`src/pkg/eabr_consts.svh`:
```
// Purpose: Constants for the extended-address branch unit
// Assumes: Instruction bit 0 is the most significant bit (bit 31 in RTL)
// Notes: Field positions are given in RTL little-endian numbering
`ifndef EABR_CONSTS_SVH
`define EABR_CONSTS_SVH
`define EABR_OPC_REG 6'h27
`define EABR_OPC_IMM 6'h2f
`define EABR_OPC_HI 31
`define EABR_OPC_LO 26
`define EABR_DSLOT_BIT 25
`define EABR_EA_HI 24
`define EABR_EA_LO 23
`define EABR_EA_VAL 2'h2
`define EABR_COND_HI 22
`define EABR_COND_LO 21
`define EABR_COND_LT 2'h2
`define EABR_COND_NE 2'h1
`define EABR_RA_HI 20
`define EABR_RA_LO 16
`define EABR_RB_HI 15
`define EABR_RB_LO 11
`define EABR_LONG_BIT 8
`define EABR_ZERO_HI 10
`define EABR_ZERO_LO 0
`define EABR_PC_STEP 64'h0000_0000_0000_0004
`define EABR_LAT_NOT_TAKEN 4'h1
`define EABR_LAT_DSLOT 4'h2
`define EABR_LAT_NODSLOT 4'h3
`define EABR_LAT_MISP_A0 4'h3
`define EABR_LAT_MISP_A2 4'h8
`define EABR_PC_RESET 64'h0000_0000_0000_0000
`endif

```
`src/pkg/eabr_pkg.sv`:
```
// Purpose: Types for the extended-address branch unit
// Assumes: 64-bit datapath
// Notes: Constants live in eabr_consts.svh
package eabr_pkg;
  typedef enum logic [1:0] {
    EABR_IDLE_TYPE_S = 2'b00,
    EABR_STALL = 2'b01
  } eabr_state_type;

  typedef struct packed {
    logic valid;
    logic imm_form;
    logic is_lt;
    logic dslot;
    logic long_cmp;
    logic [4:0] ra_sel;
    logic [4:0] rb_sel;
    logic [15:0] literal;
  } eabr_decode_type;

  typedef struct packed {
    logic valid;
    logic is_long;
    logic [47:0] value;
  } eabr_prefix_type;
endpackage

```
`src/hw/eabr_decode.sv`:
```
// Purpose: Decodes one instruction word into branch fields
// Assumes: Word arrives in the same cycle as the issue strobe
// Notes: Purely combinational
`timescale 1ns/1ps
`include "eabr_consts.svh"
module eabr_decode
(
  // Instruction
  input wire logic [31:0] i_instr,
  // Decoded fields
  output eabr_pkg::eabr_decode_type o_dec
);
  logic is_reg;
  logic is_imm;
  logic [1:0] cond;

  always_comb
  begin
    cond = i_instr[`EABR_COND_HI:`EABR_COND_LO];
    is_reg = (i_instr[`EABR_OPC_HI:`EABR_OPC_LO] == `EABR_OPC_REG) &&
      (i_instr[`EABR_ZERO_HI:`EABR_ZERO_LO] ==
      (11'h001 << `EABR_LONG_BIT) ||
      i_instr[`EABR_ZERO_HI:`EABR_ZERO_LO] == 11'h000);
    is_imm = (i_instr[`EABR_OPC_HI:`EABR_OPC_LO] == `EABR_OPC_IMM);
    o_dec.valid = (is_reg || is_imm) &&
      (i_instr[`EABR_EA_HI:`EABR_EA_LO] == `EABR_EA_VAL) &&
      (cond == `EABR_COND_LT || cond == `EABR_COND_NE);
    o_dec.imm_form = is_imm;
    o_dec.is_lt = (cond == `EABR_COND_LT);
    o_dec.dslot = i_instr[`EABR_DSLOT_BIT];
    o_dec.long_cmp = is_reg && i_instr[`EABR_LONG_BIT];
    o_dec.ra_sel = i_instr[`EABR_RA_HI:`EABR_RA_LO];
    o_dec.rb_sel = i_instr[`EABR_RB_HI:`EABR_RB_LO];
    o_dec.literal = i_instr[15:0];
  end
endmodule

```
`src/hw/eabr_unit.sv`:
```
// Purpose: Executes extended-address less-than and not-equal branches
// Assumes: Register file reads are supplied by the pipeline each issue
// Notes: Outputs are registered; busy marks the stall cycles
`timescale 1ns/1ps
`include "eabr_consts.svh"
module eabr_unit
#(
  parameter logic [1:0] AREA_OPTIMIZATION_SETTING = 2'h0
)
(
  // Clock and reset
  input wire logic i_core_clk,
  input wire logic i_reset_n,
  // Issue
  input wire logic i_issue,
  input wire logic [31:0] i_instr,
  input wire logic [63:0] i_pc,
  input wire logic i_predict_taken,
  // Prefix from preceding extension instruction
  input wire logic i_prefix_valid,
  input wire logic i_prefix_long,
  input wire logic [47:0] i_prefix_value,
  // Register file read data
  input wire logic [63:0] i_condition_operand_register,
  input wire logic [63:0] i_offset_register,
  // Result
  output logic o_done,
  output logic o_taken,
  output logic [63:0] o_next_pc,
  output logic o_squash_next,
  output logic o_mispredict,
  output logic o_busy,
  output logic [3:0] o_latency,
  output logic o_reg_write
);
  // ****************************************
  // Decode
  // ****************************************
  eabr_pkg::eabr_decode_type dec;
  eabr_pkg::eabr_state_type state;
  logic [3:0] stall_cnt;
  logic [63:0] imm_ext;
  logic [63:0] offset;
  logic cond_neg;
  logic cond_nz;
  logic use_long;
  logic take;
  logic accept;
  logic [63:0] next_pc;
  logic [3:0] next_lat;
  logic mispredict;

  eabr_decode u_decode
  (
    .i_instr(i_instr),
    .o_dec(dec)
  );

  assign accept = i_issue && dec.valid && (state == eabr_pkg::EABR_IDLE_TYPE_S);

  // ****************************************
  // Operand formation
  // ****************************************
  always_comb
  begin
    if (i_prefix_valid && i_prefix_long)
      imm_ext = {i_prefix_value, dec.literal};
    else if (i_prefix_valid)
      imm_ext = {{32{i_prefix_value[15]}}, i_prefix_value[15:0],
        dec.literal};
    else
      imm_ext = {{48{dec.literal[15]}}, dec.literal};
    offset = dec.imm_form ? imm_ext : i_offset_register;
    use_long = dec.imm_form ? (i_prefix_valid && i_prefix_long)
      : dec.long_cmp;
    cond_neg = use_long ? i_condition_operand_register[63]
      : i_condition_operand_register[31];
    cond_nz = use_long ? (i_condition_operand_register != 64'h0)
      : (i_condition_operand_register[31:0] != 32'h0);
    take = dec.is_lt ? cond_neg : cond_nz;
    next_pc = take ? i_pc + offset : i_pc + `EABR_PC_STEP;
    mispredict = dec.imm_form && (i_predict_taken != take);
  end

  // ****************************************
  // Latency selection
  // ****************************************
  always_comb
  begin
    if (dec.imm_form && mispredict)
      next_lat = (AREA_OPTIMIZATION_SETTING == 2'h2) ? `EABR_LAT_MISP_A2
        : `EABR_LAT_MISP_A0;
    else if (!take || (dec.imm_form && i_predict_taken))
      next_lat = `EABR_LAT_NOT_TAKEN;
    else if (dec.dslot)
      next_lat = `EABR_LAT_DSLOT;
    else
      next_lat = `EABR_LAT_NODSLOT;
  end

  // ****************************************
  // Stall state machine
  // ****************************************
  always_ff @(posedge i_core_clk or negedge i_reset_n)
  begin
    if (!i_reset_n)
    begin
      state <= eabr_pkg::EABR_IDLE_TYPE_S;
      stall_cnt <= 4'h0;
    end
    else
    begin
      unique case (state)
        eabr_pkg::EABR_IDLE_TYPE_S:
        begin
          if (accept && next_lat > `EABR_LAT_NOT_TAKEN)
          begin
            state <= eabr_pkg::EABR_STALL;
            stall_cnt <= next_lat - 4'h1;
          end
        end
        eabr_pkg::EABR_STALL:
        begin
          if (stall_cnt == 4'h1)
            state <= eabr_pkg::EABR_IDLE_TYPE_S;
          stall_cnt <= stall_cnt - 4'h1;
        end
        default:
          state <= eabr_pkg::EABR_IDLE_TYPE_S;
      endcase
    end
  end

  // ****************************************
  // Result registers
  // ****************************************
  always_ff @(posedge i_core_clk or negedge i_reset_n)
  begin
    if (!i_reset_n)
    begin
      o_done <= 1'b0;
      o_taken <= 1'b0;
      o_next_pc <= `EABR_PC_RESET;
      o_squash_next <= 1'b0;
      o_mispredict <= 1'b0;
      o_latency <= 4'h0;
    end
    else
    begin
      o_done <= accept;
      if (accept)
      begin
        o_taken <= take;
        o_next_pc <= next_pc;
        o_squash_next <= take && !dec.dslot;
        o_mispredict <= mispredict;
        o_latency <= next_lat;
      end
    end
  end

  always_ff @(posedge i_core_clk or negedge i_reset_n)
  begin
    if (!i_reset_n)
      o_busy <= 1'b0;
    else if (state == eabr_pkg::EABR_IDLE_TYPE_S)
      o_busy <= accept && (next_lat > `EABR_LAT_NOT_TAKEN);
    else
      o_busy <= (stall_cnt != 4'h1);
  end

  always_ff @(posedge i_core_clk or negedge i_reset_n)
  begin
    if (!i_reset_n)
      o_reg_write <= 1'b0;
    else
      o_reg_write <= 1'b0;
  end
endmodule

```
`config.mk`:
```
export PLATFORM = sky130hd
export DESIGN_NAME = eabr_unit
export DESIGN_NICKNAME = d
export VERILOG_FILES = /design/src/pkg/eabr_pkg.sv /design/src/hw/eabr_decode.sv /design/src/hw/eabr_unit.sv
export VERILOG_INCLUDE_DIRS = /design/src /design/src/pkg
export SDC_FILE = /design/constraint.sdc
export NUM_CORES = 1
export LEC_CHECK = 0
export BUFFER_PORTS_ARGS = -buffer_cell sky130_fd_sc_hd__buf_2
export CAP_MARGIN = 15
export CORE_MARGIN = 2
export CORE_UTILIZATION = 30
export DETAILED_ROUTE_END_ITERATION = 7
export PLACE_DENSITY = 0.57
export SLEW_MARGIN = 15
export SYNTH_ARGS = -nofsm -noshare
export SYNTH_HDL_FRONTEND = slang
export SYNTH_SLANG_ARGS = --single-unit
export TNS_END_PERCENT = 20
```
`constraint.sdc`:
```
create_clock -name i_core_clk -period 4.4 [get_ports i_core_clk]
set_input_delay 0 -clock i_core_clk [delete_from_list [all_inputs] [get_ports i_core_clk]]
set_output_delay 0 -clock i_core_clk [all_outputs]
set_load 0.01 [all_outputs]
```
### Yosys cells after proc, flatten, opt, wreduce, memory -nomap -nowiden

Index checks and enable logic that the tools add are counted.
W data, S select, Z words.

| cells by class | value |
|---|---|
| add/subtract/negate cells | 4 |
| $lt $le $gt $ge | 1 |
| equality and inequality tests | 12 |
| mux-type cells | 17 |
| reductions and logical operators | 25 |

Operators with widths:

| operator | number |
|---|---|
| $mux W64 | 4 |
| $add A64 B3 Y64 const B | 1 |
| $add A64 B64 Y64 | 1 |
| $reduce_bool A64 Y1 | 1 |
| $reduce_bool A32 Y1 | 1 |
| $eq A6 B6 Y1 const B | 2 |
| $logic_and A1 B1 Y1 | 12 |
| $eq A11 B9 Y1 const B | 1 |
| $logic_not A11 Y1 | 1 |
| $mux W4 | 2 |
| $pmux W4 S2 | 1 |
| $sub A4 B1 Y4 const B | 2 |
| $mux W1 | 6 |
| $mux W2 | 3 |
| $eq A2 B1 Y1 const B | 2 |
| $eq A2 B2 Y1 const B | 2 |
| $eq A4 B1 Y1 const B | 1 |
| $gt A4 B1 Y1 const B | 1 |
| $logic_or A1 B1 Y1 | 4 |
| $ne A4 B1 Y1 const B | 1 |
| $pmux W2 S2 | 1 |
| $reduce_and A2 Y1 | 2 |
| $logic_not A1 Y1 | 2 |
| $logic_not A2 Y1 | 1 |
| 4 further kinds | 4 |

| storage, ports and cells | value |
|---|---|
| register bits | 79 |
| bits of input ports | 278 |
| word-level logic and storage cells | 68 |

### Logic depth before layout (Yosys ltp)

| logic depth | value |
|---|---|
| depth after elaboration | 15 |
| gate-level depth with buffers | 21 |
| depth with buffers taken out | 18 |

### Cells and area by module

A second synthesis with hierarchy kept.

| unflattened totals | value |
|---|---|
| cells, all modules | 1,298 |
| area total of the unflattened synthesis | 9,661.8 um2 |

Modules (own cells, without submodules):

| module | times used | cells an instance | area each (um2) | sequential area each (um2) |
|---|---|---|---|---|
| eabr_unit | 1 | 1,256 | 9,341.5 | 1,901.8 |
| eabr_decode | 1 | 42 | 320.3 | 0.0 |

### Least setup slack after synthesis

OpenSTA, ideal clock, no wires.

| path | value |
|---|---|
| kind | in2reg |
| from | in i_instr[31] |
| to | reg o_next_pc[46] |
| setup time | 0.138 ns |
| data arrival time | 3.614 ns |
| slack | 0.648 ns |
| stages on the path | 21 |
| buffers on the path | 3 |
| cell sequence | nand4_1 -> nor2_1 -> and2_1 -> clkbuf_1 -> clkbuf_1 -> clkbuf_1 -> nand2_1 -> nand2_1 -> ha_1 -> inv_1 -> fa_1 -> nand2b_1 -> a21oi_1 -> o211ai_1 -> a31oi_1 -> o21a_1 -> a31oi_1 -> o21a_1 -> o31ai_1 -> xnor2_1 -> o221ai_1 |

| on the way | value |
|---|---|
| longest elaborated chain between the ends | 7 |
| elaborated cells on any way between the ends | 16 |
| classes of those cells | 1 x add/sub; 2 x eq/ne; 6 x mux; 7 x reduce/logical |

RTL lines:

| item | RTL line | RTL |
|---|---|---|
| start, declared | eabr_unit.sv:16 | `input wire logic [31:0] i_instr,` |
| branches (longest 7 deep; another with $add A64 B64 Y64) | n/a |  |
| end signal, assigned | eabr_unit.sv:143 | `` o_next_pc <= `EABR_PC_RESET; `` |
| end signal, assigned | eabr_unit.sv:154 | `o_next_pc <= next_pc;` |
| end, declared | eabr_unit.sv:29 | `output logic [63:0] o_next_pc,` |

Parallel ways; which one is timed is not known.
A chain may end at the register's enable or synchronous reset.

### Final worst setup path

| path | value |
|---|---|
| from | in i_instr[27] |
| to | reg o_next_pc[28] |

Same word-level chain as after synthesis.

==> impl_results.md <==
- Layout area overhead: 26.6%
- Largest delay contributor family on the critical path: simple AND/OR/NAND/NOR gates
- Worst hold slack: 0.0193 ns
- CTS sink cnt: 76
- Critical path depth in cells: 20
- Critical-path cell list: buf_2 -> nand4_1 -> nor2_1 -> and2_2 -> buf_12 -> nand2_1 -> nand2_1 -> ha_1 -> inv_1 -> fa_1 -> nand2b_1 -> a21oi_1 -> o2111ai_1 -> nand3_1 -> nand2_1 -> o31ai_1 -> a211oi_1 -> o31ai_1 -> mux2i_1 -> nand3_1
- Reg-to-reg endpoint: o_next_pc[57]
- Worst path most repeated cell: nand2_1
- Placer Congestion: 0.966
- Filler Cells Inserted: 3310
- Worst setup SP type: primary input
- CP peak stage delay: 0.53 ns
- Die Width: 182 um
- Avg WL per Cell: 18.9 um
- Largest net degree at the start of global routing: 69
- Hold Path End: o_next_pc[38]
- Number of buffers added on ports: 343
- Post-synth top flop: dfrtp_1
- Fmax: 0.250 GHz
- Normalized max-slew margin: 0.410
- Comb power frac: 0.418
- First-pass GRT wire length: 58100 um
- P_sw: 1.05 mW
- CP startpoint: i_instr[27]
- Post-synth cell types: 76
- Sw frac: 0.388
- R2r startpoint: state[0]
- Max Cap Viol: 0
- Slowest stage cell on the critical path: o31ai_1
- Status: complete, no violations
- Clock Latency Late Sink: 0.36 ns
- # IOs: 352
- Clock power share: 0.297
- Via/cell ratio: 5.45
- Slew Limit Fails: 0
- Post-CTS Setup Bufs: 0
- Mapped Cells: 1299
- Die H: 182 um
- Worst setup EP type: register
- Setup-failing EPs final: 0
- Worst slew pin tran: 0.872 ns
- Vias in the first global route: 10452
- GRT Residual Overflow: 0
- Hold Path Stages: 4
- Reg power frac: 0.285
- Pwr per Cell Area: 226 nW/um^2
- Hpwl dp: 31000 um
- TritonRoute pass-1 iters: 5
- Die area: 33000 sq um
- Final worst path period share: 0.909
- Worst Skew: 0.00862 ns
- Cell Area, Synth: 9470 sq um
- Register-to-register setup slack: 1.76 ns
- Asr flop ratio synth: 1.00
- Final Hold Viols: 0
- Clock root buffer: clkbuf_16
- Buf+Inv Stages, Crit Path: 3
- Leak pwr: 5.78 nW
- P_int: 1.66 mW
- CP arrival: 4.23 ns
- Max VDD drop: 0.201 mV
- Final min period: 4.00 ns
- FF-to-FF path depth: 9
- Drt drc: 0
- Final nets: 1965
- Hold_buf cts: 5
- Synth Register Bits: 76
- Share of cells above drive strength 1: 0.271
- Total number of vias: 11005
- CTS tree: done
- Worst-path clk slew: 0.07 ns
- Kind of critical path: primary input to register
- H-tree depth: 3
- RSZ-0062 raised after global routing: no
- Core area: 31300 sq um
- Antenna cell count: 0
- Synth warnings: 0
- Initial Util: 0.302
- ANT nets after route: 0
- Post-synth EDFFs: 0
- Row cnt: 65
- Starting DRT DRC Count: 881
- Post-Route Setup TNS: 0 ns
- Syn Area/Cell: 7.29 sq um
- Antenna violations before repair: 0
- Min-Delay Path Class: primary input to register
- Detailed Route WL: 38100 um
- Gates resized, CTS repair: 0
- GRT Overall Usage: 0.223
- Worst Path Required: 4.63 ns
- CTS Buffer Depth: 2
- Hold path startpoint: i_pc[38]
- Seq/Total Area, Yosys: 0.201
- Crit-path max FO: 23
- Total CTS buffers: 9
routing by layer:
metal	up-vias	global-route usage	part of all wire
met4	0	0.0540	0.017
met5	-	0	0
li1	5408	-	-
met3	39	0.0359	0.070
met2	425	0.370	0.46
met1	5133	0.303	0.45
placed cells by master, fill, tap and decap left out, types with 26 or more instances in the layout:
cell type,n
buf_2,342
nand2_1,211
a21oi_1,145
o21ai_0,88
nor2_1,87
dfrtp_1,76
ha_1,73
xnor2_1,56
xor2_1,52
nand3_1,48
o221a_2,31
inv_1,29
nand4_1,28
and3_1,26
stage by stage:
| stage | setup slack [ns] | area [sq um] | instances | total power [mW] | util |
|---|---|---|---|---|---|
| after floorplan | 0.648 | 9470 | 1301 | 1.48 | - |
| after detailed placement | 0.118 | 11600 | 1999 | 1.90 | 0.372 |
| after CTS | 0.453 | 12000 | 2020 | 2.72 | 0.383 |
| after global placement | 0.147 | 11600 | 1999 | 1.90 | 0.372 |
| final | 0.399 | 12000 | 2020 | 2.71 | 0.383 |
| after global routing | 0.104 | 12000 | 2020 | 2.88 | 0.383 |
state kept, by name, summed over array words and instances (netlist names):
signal         flops
o_taken            1
stall_cnt          4
state              1
o_busy             1
o_next_pc         64
o_squash_next      1
o_latency          2
o_mispredict       1
o_done             1
worst max path at each step:
stage,slack (ns),to
after floorplan,0.65,o_next_pc[46]
after global placement,0.15,o_next_pc[28]
after detailed placement,0.12,o_next_pc[28]
after CTS,0.45,o_next_pc[28]
after global routing,0.10,o_next_pc[28]
final,0.40,o_next_pc[28]
worst register-to-register path: cells and delay by family, from the launching register on:
kind,cells,cell delay [ns]
compound gates,3,0.33
buf+inv,3,0.72
simple gates,3,1.05
flops,1,0.48
cell usage after synthesis, types with 4 or more instances:
library cell  number  area, sq um
a211oi_1           8         60.1
a21o_1            22          165
a21oi_1          145          726
a221oi_1           5         43.8
a311oi_1           6         52.6
a31oi_1           20          125
and2_1            10         62.6
and3_1            26          163
and4_1            10         87.6
buf_1              4         15.0
buf_2             13         65.1
buf_4              4         30.0
clkbuf_1          51          191
dfrtp_1           76         1900
ha_1              73          913
inv_1             29          109
mux2i_1            8         80.1
nand2_1          211          792
nand2b_1           9         56.3
nand3_1           48          240
nand4_1           28          175
nor2_1            87          327
nor2b_1            5         31.3
nor3_1            22          110
nor4_1            17          106
o2111ai_1          4         35.0
o211ai_1          11         82.6
o21a_1             7         52.6
o21ai_0           88          440
o21ai_1           12         60.1
o21bai_1          17          128
o221a_2           31          349
o221ai_1           7         61.3
o311ai_1           4         35.0
o31ai_1            7         52.6
or3_1              7         43.8
xnor2_1           56          490
xor2_1            52          455
power by group through the flow:
| stage | Combinational (mW) | Sequential, mW | Clock (mW) |
|---|---|---|---|
| 6_report | 1.13 | 0.772 | 0.807 |
| 5_1_grt | 1.26 | 0.778 | 0.844 |
| 2_1_floorplan | 0.697 | 0.788 | 0 |
| 3_5_place_dp | 1.12 | 0.786 | 0 |
| 4_1_cts | 1.13 | 0.773 | 0.821 |
| 3_3_place_gp | 1.12 | 0.785 | 0 |
kinds of logic (layout without fill, tap and decap cells):
| logic type | count (synthesis) | after routing | synth area share |
|---|---|---|---|
| multiplexers | 10 | 10 | 0.0108 |
| flip-flops | 76 | 76 | 0.201 |
| AND/OR/NAND/NOR | 499 | 499 | 0.248 |
| XOR/XNOR | 109 | 109 | 0.102 |
| other | 1 | 3 | 0.000396 |
| adder cells (fa/ha/maj) | 74 | 74 | 0.0986 |
| buffers and inverters | 103 | 420 | 0.0449 |
| AO/OA/AOI/OAI | 427 | 427 | 0.295 |
cell type report:
cell class | count | area [sq um] | area share
Tap cell | 402 | 503 | 0.0420
Clock buffer | 9 | 225 | 0.0188
Timing Repair Buffer | 374 | 1990 | 0.166
Multi-Input combinational cell | 1122 | 7180 | 0.599
Inverter | 30 | 113 | 0.00940
Sequential cell | 76 | 1900 | 0.159
Clock inverter | 7 | 75.1 | 0.00627
Note: power is estimated with default switching activity, not from simulation.
